File: config.mk
export PLATFORM = sky130hd
export DESIGN_NAME = dcc_channel
export DESIGN_NICKNAME = d
export VERILOG_FILES = /design/src/design/dcc_pkg.sv /design/src/design/dcc_bus_if.sv /design/src/design/dcc_channel.sv /design/src/design/dcc_bus_port.sv
export SDC_FILE = /design/constraint.sdc
export NUM_CORES = 1
export LEC_CHECK = 0
export BUFFER_PORTS_ARGS = -buffer_cell sky130_fd_sc_hd__buf_2
export CAP_MARGIN = 5
export CORE_MARGIN = 1.5
export CORE_UTILIZATION = 51
export DETAILED_ROUTE_END_ITERATION = 12
export PLACE_DENSITY = 0.72
export SYNTH_ARGS = -nofsm -noshare
export SYNTH_HDL_FRONTEND = slang
export SYNTH_SLANG_ARGS = --single-unit
File: constraint.sdc
create_clock -name clk -period 2.63 [get_ports clk]
set_input_delay 0.526 -clock clk [delete_from_list [all_inputs] [get_ports clk]]
set_output_delay 0.526 -clock clk [all_outputs]
set_load 0.01 [all_outputs]
File: src/design/dcc_pkg.sv
// package of register map, field positions and types for the dma channel control block
package dcc_pkg;
   // register byte offsets
   localparam logic [7:0] ACTIVATE_OFS  = 8'h00;
   localparam logic [7:0] MEM_START_OFS = 8'h04;
   localparam logic [7:0] MEM_END_OFS   = 8'h08;
   localparam logic [7:0] DEV_ADDR_OFS  = 8'h0c;
   localparam logic [7:0] CONTROL_OFS   = 8'h10;
   localparam logic [7:0] INT_STAT_OFS  = 8'h14;
   localparam logic [7:0] INT_MASK_OFS  = 8'h18;
   // control register field positions
   localparam int RUN_BIT      = 0;
   localparam int REQUEST_BIT  = 1;
   localparam int DONE_BIT     = 2;
   localparam int BUSY_BIT     = 5;
   localparam int DIR_BIT      = 8;
   localparam int FCDEV_LSB    = 9;
   localparam int FCDEV_W      = 7;
   localparam int INC_MEM_BIT  = 16;
   localparam int INC_DEV_BIT  = 17;
   localparam int LOCK_BIT     = 18;
   localparam int HWFC_OFF_BIT = 19;
   localparam int SIZE_LSB     = 20;
   localparam int SIZE_W       = 3;
   localparam int FWSTART_BIT  = 24;
   localparam int ABORT_BIT    = 25;
   // interrupt status bit positions
   localparam int EV_DONE_BIT  = 0;
   localparam int EV_ABORT_BIT = 1;
   localparam int EV_TERM_BIT  = 2;
   localparam int EV_W         = 3;
   // reset value and default flow-control device count
   localparam logic [31:0] WORD_RST = 32'h0000_0000;
   localparam logic [7:0]  FCDEV_COUNT = 8'h10;
   // transfer state machine
   typedef enum logic [2:0] {
      ST_IDLE,
      ST_ARB,
      ST_READ,
      ST_WRITE,
      ST_NEXT
   } dcc_state_t;
   // internal bus operation code
   typedef enum logic [1:0] {
      OP_NONE,
      OP_READ,
      OP_WRITE
   } dcc_op_t;
endpackage

File: src/design/dcc_bus_if.sv
// interface between the channel control and its internal bus port
`timescale 1ns/10ps
interface dcc_bus_if;
   import dcc_pkg::*;
   logic        req;
   logic        wr;
   logic [31:0] addr;
   logic [2:0]  size;
   logic [31:0] wdata;
   logic        ack;
   logic [31:0] rdata;
   modport ctrl (output req, output wr, output addr, output size, output wdata,
                 input ack, input rdata);
   modport port (input req, input wr, input addr, input size, input wdata,
                 output ack, output rdata);
endinterface

File: src/design/dcc_channel.sv
// one dma channel: apb registers, flow control, arbiter lock, pointer update, interrupt
`timescale 1ns/10ps
module dcc_channel
   import dcc_pkg::*;
#(
   parameter int FC_DEVICES = FCDEV_COUNT
)
(
   // clock and reset
   input  wire logic                  clk,
   input  wire logic                  rst_b,
   // apb slave
   input  wire logic                  psel,
   input  wire logic                  penable,
   input  wire logic                  pwrite,
   input  wire logic [7:0]            paddr,
   input  wire logic [31:0]           pwdata,
   output logic                       pready,
   output logic [31:0]                prdata,
   output logic                       pslverr,
   // hardware flow control
   input  wire logic [FC_DEVICES-1:0] fcReq,
   input  wire logic [FC_DEVICES-1:0] fcTerm,
   output logic                       fcAck,
   // channel arbiter
   output logic                       arbReq,
   output logic                       arbLock,
   input  wire logic                  arbGrant,
   // internal bus
   output logic                       busReq,
   output logic                       busWrite,
   output logic [31:0]                busAddr,
   output logic [2:0]                 busSize,
   output logic [31:0]                busWdata,
   input  wire logic                  busAck,
   input  wire logic [31:0]           busRdata,
   // interrupt
   output logic                       irq
);
   import dcc_pkg::*;

   // number of master indices that the select field can name
   localparam int FC_SPAN = 1 << FCDEV_W;

   typedef struct packed {
      // transfer machine
      dcc_state_t      st;
      logic            active;
      // address pointers
      logic [31:0]     memPtr;
      logic [31:0]     memEnd;
      logic [31:0]     devPtr;
      // control register fields
      logic            run;
      logic            dir;
      logic [6:0]      fcDev;
      logic            incMem;
      logic            incDev;
      logic            lock;
      logic            hwfcOff;
      logic [2:0]      size;
      logic            fwStart;
      logic            abort;
      // transfer bookkeeping
      logic            fwMode;
      logic            held;
      logic            arb;
      logic [31:0]     data;
      // events, apb answer and outputs
      logic [EV_W-1:0] stat;
      logic [EV_W-1:0] mask;
      logic            ready;
      logic [31:0]     rdata;
      logic            ack;
      logic            irq;
   } dcc_reg_t;
   dcc_reg_t s_q, s_d;

   // request path to the packet port
   dcc_bus_if bus ();

   // synchroniser stages and decoded helpers
   logic [FC_DEVICES-1:0] req1_q, req2_q, term1_q, term2_q;
   logic [FC_SPAN-1:0]    reqWide;
   logic [FC_SPAN-1:0]    termWide;
   logic                  hwReq;
   logic                  hwTerm;
   logic [31:0]           ctrlWord;
   logic                  apbAcc;
   logic                  rdStat;
   logic [EV_W-1:0]       ev;
   logic [31:0]           step;

   // two-flop synchronisers for the flow-control request and terminate lines
   always_ff @(posedge clk)
   begin
      if (!rst_b)
      begin
         req1_q  <= '0;
         req2_q  <= '0;
         term1_q <= '0;
         term2_q <= '0;
      end
      else
      begin
         req1_q  <= fcReq;
         req2_q  <= req1_q;
         term1_q <= fcTerm;
         term2_q <= term1_q;
      end
   end

   // pad the master lines to every selectable index; an unwired index reads idle
   assign reqWide  = FC_SPAN'(req2_q);
   assign termWide = FC_SPAN'(term2_q);

   // selected master request, masked by bypass, run and activate
   assign hwReq  = reqWide[s_q.fcDev] && !s_q.hwfcOff && s_q.run && s_q.active;
   assign hwTerm = termWide[s_q.fcDev] && !s_q.hwfcOff;

   // readback of the control word; reserved bits stay zero
   always_comb
   begin
      ctrlWord                                = '0;
      ctrlWord[RUN_BIT]                       = s_q.run;
      ctrlWord[REQUEST_BIT]                   = hwReq;
      ctrlWord[DONE_BIT]                      = s_q.run && (s_q.st == ST_IDLE);
      ctrlWord[BUSY_BIT]                      = (s_q.st != ST_IDLE);
      ctrlWord[DIR_BIT]                       = s_q.dir;
      ctrlWord[FCDEV_LSB +: FCDEV_W]          = s_q.fcDev;
      ctrlWord[INC_MEM_BIT]                   = s_q.incMem;
      ctrlWord[INC_DEV_BIT]                   = s_q.incDev;
      ctrlWord[LOCK_BIT]                      = s_q.lock;
      ctrlWord[HWFC_OFF_BIT]                  = s_q.hwfcOff;
      ctrlWord[SIZE_LSB +: SIZE_W]            = s_q.size;
      ctrlWord[FWSTART_BIT]                   = s_q.fwStart;
      ctrlWord[ABORT_BIT]                     = s_q.abort;
   end

   // access decode and packet step in bytes
   assign apbAcc = psel && penable && !s_q.ready;
   assign rdStat = apbAcc && !pwrite && (paddr == INT_STAT_OFS);
   assign step   = {29'h0000_0000, s_q.size};

   // main next-state logic: registers, transfer machine, events
   always_comb
   begin
      s_d       = s_q;
      s_d.ready = 1'b0;
      s_d.ack   = 1'b0;
      ev        = '0;
      // packet port request idles unless a bus state drives it
      bus.req   = 1'b0;
      bus.wr    = 1'b0;
      bus.addr  = '0;
      bus.size  = s_q.size;
      bus.wdata = s_q.data;

      // apb access phase answered one cycle later, unmapped reads zero
      if (apbAcc)
      begin
         s_d.ready = 1'b1;
         s_d.rdata = '0;
         // writes store only the defined fields; reserved bits are dropped
         if (pwrite)
         begin
            unique case (paddr)
               ACTIVATE_OFS:  s_d.active = pwdata[0];
               MEM_START_OFS: s_d.memPtr = pwdata;
               MEM_END_OFS:   s_d.memEnd = pwdata;
               DEV_ADDR_OFS:  s_d.devPtr = pwdata;
               CONTROL_OFS:
               begin
                  s_d.run     = pwdata[RUN_BIT];
                  s_d.dir     = pwdata[DIR_BIT];
                  s_d.fcDev   = pwdata[FCDEV_LSB +: FCDEV_W];
                  s_d.incMem  = pwdata[INC_MEM_BIT];
                  s_d.incDev  = pwdata[INC_DEV_BIT];
                  s_d.lock    = pwdata[LOCK_BIT];
                  s_d.hwfcOff = pwdata[HWFC_OFF_BIT];
                  s_d.size    = pwdata[SIZE_LSB +: SIZE_W];
                  s_d.fwStart = pwdata[FWSTART_BIT];
                  s_d.abort   = pwdata[ABORT_BIT];
               end
               INT_MASK_OFS:  s_d.mask = pwdata[EV_W-1:0];
               default:       ;
            endcase
         end
         else
         begin
            unique case (paddr)
               ACTIVATE_OFS:  s_d.rdata = {31'h0000_0000, s_q.active};
               MEM_START_OFS: s_d.rdata = s_q.memPtr;
               MEM_END_OFS:   s_d.rdata = s_q.memEnd;
               DEV_ADDR_OFS:  s_d.rdata = s_q.devPtr;
               CONTROL_OFS:   s_d.rdata = ctrlWord;
               INT_STAT_OFS:  s_d.rdata = {29'h0000_0000, s_q.stat};
               INT_MASK_OFS:  s_d.rdata = {29'h0000_0000, s_q.mask};
               default:       s_d.rdata = '0;
            endcase
         end
      end

      // transfer state machine
      unique case (s_q.st)
         ST_IDLE:
         begin
            if (s_q.active && !s_q.abort && s_q.fwStart && s_q.hwfcOff)
            begin
               s_d.st      = ST_ARB;
               s_d.fwMode  = 1'b1;
               s_d.fwStart = 1'b0;
            end
            else if (s_q.active && !s_q.abort && hwReq)
            begin
               s_d.st     = ST_ARB;
               s_d.fwMode = 1'b0;
            end
         end
         ST_ARB:
         begin
            if (arbGrant || s_q.held)
            begin
               s_d.st   = ST_READ;
               s_d.held = s_q.lock;
            end
         end
         ST_READ:
         begin
            bus.req  = 1'b1;
            bus.addr = s_q.dir ? s_q.memPtr : s_q.devPtr;
            if (bus.ack)
            begin
               s_d.data = bus.rdata;
               s_d.st   = ST_WRITE;
            end
         end
         ST_WRITE:
         begin
            bus.req  = 1'b1;
            bus.wr   = 1'b1;
            bus.addr = s_q.dir ? s_q.devPtr : s_q.memPtr;
            if (bus.ack)
            begin
               s_d.st  = ST_NEXT;
               s_d.ack = !s_q.fwMode;
               // pointers advance once the write lands
               if (s_q.incMem)
                  s_d.memPtr = s_q.memPtr + step;
               if (s_q.incDev)
                  s_d.devPtr = s_q.devPtr + step;
            end
         end
         ST_NEXT:
         begin
            // end check after every packet: done, terminate, continue or idle
            if (s_q.incMem && (s_q.memPtr == s_q.memEnd))
            begin
               s_d.st   = ST_IDLE;
               s_d.held = 1'b0;
               ev[EV_DONE_BIT] = 1'b1;
            end
            else if (!s_q.fwMode && hwTerm)
            begin
               s_d.st   = ST_IDLE;
               s_d.held = 1'b0;
               ev[EV_TERM_BIT] = 1'b1;
            end
            else if (s_q.fwMode || hwReq)
               s_d.st = s_q.held ? ST_READ : ST_ARB;
            else
            begin
               s_d.st   = ST_IDLE;
               s_d.held = 1'b0;
            end
         end
         default: s_d.st = ST_IDLE;
      endcase

      // abort wins over everything except a bus ack in the same cycle; a packet in flight is dropped
      if (s_q.abort && (s_q.st != ST_IDLE) && !bus.ack)
      begin
         s_d.st   = ST_IDLE;
         s_d.held = 1'b0;
         s_d.ack  = 1'b0;
         ev[EV_ABORT_BIT] = 1'b1;
      end

      // sticky status: read clears, a new event wins over the clear
      s_d.stat = (rdStat ? '0 : s_q.stat) | ev;
      s_d.irq  = |(s_d.stat & s_d.mask);
      // arbiter request registered from the next state
      s_d.arb  = (s_d.st == ST_ARB);
   end

   // state register; every field clears on reset
   always_ff @(posedge clk)
   begin
      if (!rst_b)
         s_q <= '0;
      else
         s_q <= s_d;
   end

   // packet access port
   dcc_bus_port u_port (
      .clk      (clk),
      .rst_b    (rst_b),
      .cmd      (bus.port),
      .busReq   (busReq),
      .busWrite (busWrite),
      .busAddr  (busAddr),
      .busSize  (busSize),
      .busWdata (busWdata),
      .busAck   (busAck),
      .busRdata (busRdata)
   );

   // outputs straight from the state registers; pslverr is tied low
   assign pready  = s_q.ready;
   assign prdata  = s_q.rdata;
   assign pslverr = 1'b0;
   assign fcAck   = s_q.ack;
   assign arbReq  = s_q.arb;
   assign arbLock = s_q.held;
   assign irq     = s_q.irq;
endmodule // dcc_channel

File: src/design/dcc_bus_port.sv
// registered internal bus master port: holds one packet access until acknowledged
`timescale 1ns/10ps
module dcc_bus_port
   import dcc_pkg::*;
(
   // clock and reset
   input  wire logic        clk,
   input  wire logic        rst_b,
   // request side
   dcc_bus_if.port          cmd,
   // internal bus
   output logic             busReq,
   output logic             busWrite,
   output logic [31:0]      busAddr,
   output logic [2:0]       busSize,
   output logic [31:0]      busWdata,
   input  wire logic        busAck,
   input  wire logic [31:0] busRdata
);
   typedef struct packed {
      logic        req;
      logic        wr;
      logic [31:0] addr;
      logic [2:0]  size;
      logic [31:0] wdata;
      logic        ack;
      logic [31:0] rdata;
   } dcc_port_t;
   dcc_port_t s_q, s_d;

   // accept a request, drive it until the bus acknowledges, return one ack pulse
   always_comb
   begin
      s_d     = s_q;
      s_d.ack = 1'b0;
      if (!s_q.req && cmd.req && !s_q.ack)
      begin
         s_d.req   = 1'b1;
         s_d.wr    = cmd.wr;
         s_d.addr  = cmd.addr;
         s_d.size  = cmd.size;
         s_d.wdata = cmd.wdata;
      end
      else if (s_q.req && busAck)
      begin
         s_d.req   = 1'b0;
         s_d.ack   = 1'b1;
         s_d.rdata = busRdata;
      end
   end

   // state register
   always_ff @(posedge clk)
   begin
      if (!rst_b)
         s_q <= '0;
      else
         s_q <= s_d;
   end

   assign busReq    = s_q.req;
   assign busWrite  = s_q.wr;
   assign busAddr   = s_q.addr;
   assign busSize   = s_q.size;
   assign busWdata  = s_q.wdata;
   assign cmd.ack   = s_q.ack;
   assign cmd.rdata = s_q.rdata;
endmodule // dcc_bus_port

### After elaboration in Yosys (flattened, before gate mapping)

Cells that the tools add are included.

| cells by class | value |
|---|---|
| eq/ne operators | 14 |
| bitwise logic cells | 6 |
| order comparisons | 1 |
| muxes and demuxes | 56 |
| reductions and logical operators | 47 |
| $add $sub $neg | 2 |

Operators by type and width:

| cell | number |
|---|---|
| two-way mux 32 bit | 12 |
| two-way mux 114 bit | 2 |
| case mux 32 bit (7 select lines) | 1 |
| adder 32 x 3 -> 32 bit | 2 |
| case mux 32 bit (2 select lines) | 1 |
| two-way mux 36 bit | 1 |
| two-way mux 33 bit | 1 |
| == test 32 bit | 1 |
| two-way mux 3 bit | 9 |
| == test 8 x 5 -> 1 bit (second input constant) | 3 |
| logical AND 1 bit | 20 |
| two-way mux 1 bit | 20 |
| two-way mux 18 bit | 1 |
| == test 8 x 4 -> 1 bit (second input constant) | 2 |
| case mux 3 bit (5 select lines) | 1 |
| binary-select mux 1 bit (select 7 bit) | 2 |
| AND reduction 3 bit | 4 |
| == test 8 x 3 -> 1 bit (second input constant) | 1 |
| logical NOT 8 bit | 1 |
| less-than comparator 7 x 8 -> 1 bit (second input constant) | 1 |
| two-way mux 2 bit | 4 |
| logical NOT 1 bit | 7 |
| == test 3 x 1 -> 1 bit (second input constant) | 2 |
| == test 3 x 2 -> 1 bit (second input constant) | 2 |
| 15 further kinds | 25 |

| storage, ports and cells | value |
|---|---|
| register bits | 360 |
| output and inout port bits | 107 |
| input bits | 111 |

### Logic depth before layout (Yosys ltp)

Gate-level depths: netlist (run 1).

| logic depth | value |
|---|---|
| word-level depth | 12 |
| mapped depth | 10 |
| mapped depth without buffers | 9 |

### Cells and area by module

Synthesis (run 1) repeated with hierarchy kept, for this count alone.

| unflattened totals | value |
|---|---|
| cells, all modules | 1987 |
| area, all modules | 16463.3 um2 |

Modules (own cells, without submodules):

| module | seq. area each (um2) | cells an instance | instances | area each (um2) |
|---|---|---|---|---|
| dcc_channel | 5165.0 | 1540 | 1 | 12305.6 |
| dcc_bus_port | 2042.0 | 447 | 1 | 4157.7 |

### Least setup slack after synthesis (run 1)

No wires, ideal clock.

| path | value |
|---|---|
| path kind | flip-flop to flip-flop |
| from | reg s_q[94] in the netlist's numbering |
| to | reg s_q[118] in the netlist's numbering |
| arrival | 2223 ps |
| clock period less this slack | 2339 ps |
| stages on the path, launching flop included | 10 |
| setup time | 115 ps |
| required time | 2515 ps |
| buffers on the path | 0 |
| path slack | 291 ps |
| cells stage by stage | dfxtp_1 -> ha_1 -> inv_1 -> fa_1 -> nor2b_1 -> o21ai_0 -> or4_4 -> nor3_2 -> a31oi_1 -> and3_1 |

| on the way | value |
|---|---|
| word-level cells in the longest chain between the ends | 4 |

RTL lines:

| what | line | RTL |
|---|---|---|
| start: declaration | dcc_channel.sv:77 | `dcc_reg_t s_q, s_d;` |
| start signal: assignment | dcc_channel.sv:300 | `s_q <= '0;` |
| start signal: assignment | dcc_channel.sv:302 | `s_q <= s_d;` |
| adder 32 x 3 -> 32 bit | dcc_channel.sv:251 | `s_d.devPtr = s_q.devPtr + step;` |
| two-way mux 32 bit | dcc_channel.sv:250 | `if (s_q.incDev)` |
| two-way mux 32 bit | dcc_channel.sv:243 | `if (bus.ack)` |
| two-way mux 32 bit | dcc_channel.sv:205 | `unique case (s_q.st)` |

Every way passes these cells.
A chain may end at the register's enable or synchronous reset.

### Worst setup path after layout (run 1)

Same ends and word-level chain as after synthesis.

==> qor.csv, run 1 <==
metric;value;unit
pin count of the biggest net entering global routing;75;
number of diodes added for antenna fixing;0;
setup repair after global routing missed its margin;no;
Placement Rows;64;
fraction of synthesized area in multiplexers;0.0206;
pin slew with the least headroom to its limit;0.731;ns
vias after detailed routing;15254;
number of nets in the layout;2164;
largest family of logic cells by synthesized area;compound AO/OA/AOI/OAI gates;
peak fanout along the critical path;5;
Arr. time, crit path;2.92;ns
Vias per Instance;6.17;
area of the mapped netlist;16100;um2
global router's overall resource usage;0.305;
antenna violations before repair;3;
average size of a mapped cell;8.51;um2
leading area contributor after synthesis;sky130_fd_sc_hd__dfxtp_1;
setup repair bufs after CTS;0;
depth of the CTS H-tree;2;
delay of the slowest critical-path stage;0.49;ns
clock buffer depth;3;
count of endpoints failing setup in the final report;0;
Fmax;0.404;GHz
count of synthesis-stage warnings from yosys;0;
total clock buffers created by CTS;39;
Tmin final;2.48;ns
fraction of synthesized cell area taken by the top area cell type;0.448;
global-route wire length before repair;78900;um
average wire per cell in the routed design;20.6;um
slowest stage cell on the critical path;sky130_fd_sc_hd__or4_4;
number of instances in the synthesized netlist;1890;
RD Place Congestion;0.991;
FF+latch area;7210;um2
Antenna Violating Nets Remaining;0;
IR drop worst, VDD;0.514;mV
cell with the most instances after synthesis;sky130_fd_sc_hd__dfxtp_1;
kind of start point of the critical path;flop;
CP top delay family;simple AND/OR/NAND/NOR gates;
Synth Area in Compound Gates;0.231;
Relative slew margins;0.507;
combined buffer and inverter count along the critical path;1;
Post-Synth XOR/XNOR Area;0.0212;
Post-CTS Hold Fix Bufs;0;
Crit Path Category;reg -> reg;
number of synthesized flops with an enable pin;0;
list of most frequent post-synthesis cells;sky130_fd_sc_hd__dfxtp_1, sky130_fd_sc_hd__nand2_1, sky130_fd_sc_hd__a21oi_1;
number of synthesized register bits;360;
via count of the first global-routing pass;14079;
Core Footprint;30800;um2
# port buffers;216;
count of distinct cell types in the synthesized netlist;78;
critical path endpoint category;flop;
multi-input logic area;7900;um2
final setup TNS;0;ns
Async S/R FF share, synth;0;
overflow left after global routing;0;
placed wire-length estimate;36400;um
number of DRC markers after the initial detailed-route iteration;1744;
routed wire length;51000;um
total power divided by cell area;622;nW/um2
post_cts resized;0;
clock-pin transition on the worst setup and hold timing paths;0.06;ns
length of the first detailed-routing pass in iterations;9;
worst hold margin;0.181;ns
fraction of final layout cells sized beyond drive strength 1;0.204;
area added between synthesis and finish;18.2;%
clock net sink count;360;
# IOs;218;
required time of the critical path;3.07;ns
Fillers;2672;
width of the chip;181;um
Worst Hold Class;in -> reg;
Pins Over Slew Limit;0;
final worst clock skew;0.00734;ns
# DRC;0;
clock network latency to the later pin of the worst-skew pair;0.55;ns
basic-gate share of the synthesized area counting and, or, nand and nor cells;0.208;
Syn Nets;2009;
leakage dissipation;7.14;nW
crit share post-route;0.942;
Hold Violations, Final;0;
count of placed standard cells in the final layout, fillers left out;2471;
clock tree from TritonCTS;done;
final worst slack;0.153;ns
worst path cell trace;ha_1 > inv_1 > fa_1 > nor2b_1 > o21ai_0 > or4_4 > nor3_4 > a31oi_1 > and3_1;
starting utilization of the core area;0.522;
cell types occupying the most area after synthesis;sky130_fd_sc_hd__dfxtp_1, sky130_fd_sc_hd__nand2_1, sky130_fd_sc_hd__a21oi_1;
Synth Area in Adders;0.00716;
post-place setup slack;0.111;ns
clock root buffer master;sky130_fd_sc_hd__clkbuf_16;
die area;32600;um2
max-cap check violation count;0;
most used flip-flop cell after synthesis;sky130_fd_sc_hd__dfxtp_1;
height of the die;181;um
portion of the post-synthesis area used by sequential elements;0.448;
status;finished, final reports clean;
Placed Cells incl. Taps;2400;
final cells by class:
class	instances	area share
clock buffer	53	0.0573
clock inverter	18	0.0161
inverter	13	0.00283
multi-input combinational	1310	0.416
sequential	360	0.379
tap	396	0.0261
timing repair buffer	321	0.103
logic make-up after synthesis:
logic type      Yosys count
xor+xnor                 39
flops                   360
other cells               1
compound gates          543
mux                      25
fa+ha+maj                 8
simple gates            694
buf+inv                 220
path summary, 6_finish.rpt:
path	startpoint	to	slack, ns	depth (start not counted)
setup / recovery	s_q[94]	s_q[118]	0.15	9
hold / removal	fcReq[4]	req1_q[4]	0.18	2
setup reg to reg	s_q[94]	s_q[118]	0.15	9
hold reg to reg	req1_q[15]	req2_q[15]	0.43	1
per-layer routing:
metal | track usage | vias to the layer above | routed length, um
li1 | - | 7093 | -
met1 | 0.402 | 7191 | 20700
met2 | 0.481 | 835 | 22800
met3 | 0.0701 | 131 | 5400
met4 | 0.134 | 4 | 2060
met5 | 0 | - | 26
sequential cells by signal (all words and copies together) (netlist names), 3 cells and up:
register,flops
prdata,32
u_port.busWdata,32
u_port.busSize,3
req2_q,16
u_port.busAddr,32
bus.wdata,32
req1_q,16
ctrlWord,15
term2_q,16
s_q,107
bus.size,3
term1_q,16
u_port.cmd.rdata,32
power breakdown:
| group | switching, mW | total [mW] | internal [mW] | leakage (nW) |
|---|---|---|---|---|
| registers | 0.0110 | 5.51 | 5.50 | 2.91 |
| logic | 0.241 | 0.371 | 0.130 | 3.54 |
| clock network | 2.31 | 5.94 | 3.63 | 0.684 |
through the flow:
stage / utilization / total power, mW / cell area (um2)
after floorplan: - / 5.79 / 16100
after global placement: 0.571 / 5.99 / 17600
after detailed placement: 0.571 / 5.99 / 17600
after CTS: 0.616 / 11.9 / 19000
after global routing: 0.617 / 12.1 / 19000
final: 0.617 / 11.8 / 19000
placed cells by master, fill, tap and decap left out, types with 38 or more instances in the layout:
cell	Yosys	routed
sky130_fd_sc_hd__and2_1	73	73
sky130_fd_sc_hd__nor2_1	135	134
sky130_fd_sc_hd__buf_4	38	98
sky130_fd_sc_hd__nand2_1	287	287
sky130_fd_sc_hd__clkbuf_16	0	39
sky130_fd_sc_hd__nand3_1	59	59
sky130_fd_sc_hd__a22oi_1	38	38
sky130_fd_sc_hd__a211oi_1	40	40
sky130_fd_sc_hd__dfxtp_1	360	357
sky130_fd_sc_hd__a22o_1	51	51
sky130_fd_sc_hd__a21oi_1	211	210
sky130_fd_sc_hd__buf_2	42	216
Power figures use the tool's default switching activity.
==> inputs of run 2 (changes only) <==
--- a/config.mk
+++ b/config.mk
@@ -10,7 +10,9 @@
 export CORE_MARGIN = 1.5
 export CORE_UTILIZATION = 51
 export DETAILED_ROUTE_END_ITERATION = 12
+export MAX_ROUTING_LAYER = met4
 export PLACE_DENSITY = 0.72
+export RECOVER_POWER = 25
 export SYNTH_ARGS = -nofsm -noshare
 export SYNTH_HDL_FRONTEND = slang
 export SYNTH_SLANG_ARGS = --single-unit
==> run 2 against run 1 <==
Compared with the run above:
- global-route usage is 1.8 points higher
- design area about the same
- first-iteration DRC count shrank 8.7%
- hold slack better by 0.00077 ns
- largest cell class unchanged
==> qor.csv, run 2 (synthesis gave the netlist of run 1 again) <==
metric;value;unit;change
FF+latch area;7210;um2;about the same
depth of the CTS H-tree;2;;unchanged
Antenna Violating Nets Remaining;0;;unchanged
kind of start point of the critical path;flop;;
pin count of the biggest net entering global routing;70;;-6.7%
# IOs;218;;unchanged
total power divided by cell area;608;nW/um2;-2.2%
Relative slew margins;0.370;;-0.136
count of endpoints failing setup in the final report;0;;unchanged
Reg-to-Reg End;s_q[188];;
Vias per Instance;6.18;;about the same
vias after detailed routing;15297;;+0.28%
die area;32600;um2;unchanged
flip-flop count of the largest register after layout;107;;unchanged
number of nets in the layout;2171;;+0.32%
worst path cell trace;ha_1 > inv_1 > fa_1 > nor2b_1 > o2111ai_2 > nor4_4 > buf_4 > nand2_1 > o221a_2;;
max-cap check violation count;0;;unchanged
# port buffers;216;;unchanged
Post-CTS Hold Fix Bufs;0;;unchanged
combinational share of power;0.032;;about the same
Cell Int Power;8.98;mW;-3.0%
number of DRC markers after the initial detailed-route iteration;1592;;-8.7%
total net switching power;2.58;mW;+0.84%
leakage dissipation;7.09;nW;-0.72%
utilization after layout;0.617;;about the same
area added between synthesis and finish;18.2;%;about the same
final worst clock skew;0.0241;ns;+0.0168 ns
CP top delay family;simple AND/OR/NAND/NOR gates;;
Tmin final;2.47;ns;-0.00510 ns
startpoint of the most critical register-to-register path;s_q[158];;
clock network latency to the later pin of the worst-skew pair;0.55;ns;about the same
post-place setup slack;0.0680;ns;-0.0430 ns
clock-pin transition on the worst setup and hold timing paths;0.06;ns;about the same
antenna violations before repair;0;;-3
height of the die;181;um;unchanged
Top reg by flops;s_q;;
clock net sink count;360;;unchanged
combined buffer and inverter count along the critical path;2;;+1
starting utilization of the core area;0.522;;unchanged
pin slew with the least headroom to its limit;0.944;ns;+0.214 ns
Fillers;2703;;+1.2%
Core Footprint;30800;um2;unchanged
Crit. path cell count;9;;unchanged
IR drop worst, VDD;0.505;mV;-1.7%
placed wire-length estimate;37300;um;+2.3%
routed wire length;52400;um;+2.7%
final setup TNS;0;ns;unchanged
RD Place Congestion;0.999;;+0.87%
peak fanout along the critical path;6;;+1
total clock buffers created by CTS;40;;+2.6%
fraction of power spent switching nets;0.223;;+0.00674
critical path endpoint category;flop;;
via count of the first global-routing pass;14250;;+1.2%
fraction of final layout cells sized beyond drive strength 1;0.202;;-0.00241
clock buffer depth;3;;unchanged
most common library cell in the layout ignoring fill and taps;sky130_fd_sc_hd__dfxtp_1;;
Flop pwr share;0.477;;+0.011
length of the first detailed-routing pass in iterations;10;;+1
clock root buffer master;sky130_fd_sc_hd__clkbuf_16;;
Fmax;0.405;GHz;+0.21%
start point of the critical path;s_q[158];;
overflow left after global routing;0;;unchanged
most used cells in the layout excluding fill and tap cells;sky130_fd_sc_hd__dfxtp_1, sky130_fd_sc_hd__nand2_1, sky130_fd_sc_hd__a21oi_1;;
Placement Rows;64;;unchanged
startpoint of the most critical hold path;fcReq[6];;
Final Power;11.6;mW;-2.2%
number of diodes added for antenna fixing;0;;unchanged
Worst Hold Class;in -> reg;;
Clock Power Share;0.491;;-0.011
clock tree from TritonCTS;done;;
cell depth of the worst hold path;2;;unchanged
average wire per cell in the routed design;21.1;um;+2.5%
final worst slack;0.158;ns;+0.00510 ns
Arr. time, crit path;2.90;ns;-0.02 ns
setup repair after global routing missed its margin;no;;
R2R depth;9;;unchanged
status;finished, final reports clean;;
global-route wire length before repair;81100;um;+2.8%
crit share post-route;0.940;;-0.00194
# DRC;0;;unchanged
Reg2Reg Setup Slack;0.16;ns;about the same
width of the chip;181;um;unchanged
multi-input logic area;7920;um2;+0.32%
Pins Over Slew Limit;0;;unchanged
required time of the critical path;3.06;ns;about the same
delay of the slowest critical-path stage;0.41;ns;-0.08 ns
Hold Violations, Final;0;;unchanged
slowest stage cell on the critical path;sky130_fd_sc_hd__fa_1;;
Crit Path Category;reg -> reg;;
crit path capture;s_q[188];;
global router's overall resource usage;0.324;;+0.0184
==> run 2: changes by cell type in the layout (fill, tap and decap cells not counted), sizes merged <==
cell,change
buf,-11
clkbuf,+20
bufinv,-4
clkinv,+1
inv,-1
==> run 2: power by group through the flow <==
stage                     Clock, mW  Sequential (mW)  Combinational, mW
after CTS                      5.75             5.51              0.363
after global routing           5.98             5.51              0.389
after global placement            0             5.63              0.359
after floorplan                   0             5.63              0.159
after detailed placement          0             5.63              0.362
final                          5.68             5.51              0.367
==> run 2: timing repair <==
| action | CTS | global route |
|---|---|---|
| setup buffers | 0 | 0 |
| endpoints found under the setup margin | 0 | 5 |
| gates resized for setup | 0 | 10 |
==> run 2: routing by layer <==
| metal | GRT usage | part of all wire |
|---|---|---|
| met1 | 0.427 | 0.42 |
| met2 | 0.497 | 0.45 |
| met3 | 0.0618 | 0.097 |
| met4 | 0.113 | 0.032 |
| met5 | - | 0 |
==> run 2: worst min path at each step <==
stage	to	slack [ns]
2_1_floorplan	req2_q[0]	0.41
3_3_place_gp	term2_q[15]	0.42
3_5_place_dp	req2_q[5]	0.42
4_1_cts	u_port.cmd.rdata[0]	0.17
5_1_grt	req1_q[6]	0.18
6_report	req1_q[6]	0.18
==> run 2: layout make-up <==
| class | count | area share |
|---|---|---|
| sequential | 360 | 0.379 |
| multi-input combinational | 1310 | 0.417 |
| timing repair buffer | 327 | 0.105 |
| tap | 396 | 0.0261 |
| clock inverter | 14 | 0.0103 |
| clock buffer | 56 | 0.0600 |
| inverter | 13 | 0.00283 |
==> run 2: stage by stage <==
stage / instances / instance area (um2) / hold WS [ns]
2_1_floorplan: 1890 / 16100 / 0.412
4_1_cts: 2476 / 19000 / 0.172
3_5_place_dp: 2406 / 17700 / 0.417
6_report: 2476 / 19000 / 0.182
5_1_grt: 2476 / 19000 / 0.176
3_3_place_gp: 2406 / 17700 / 0.416
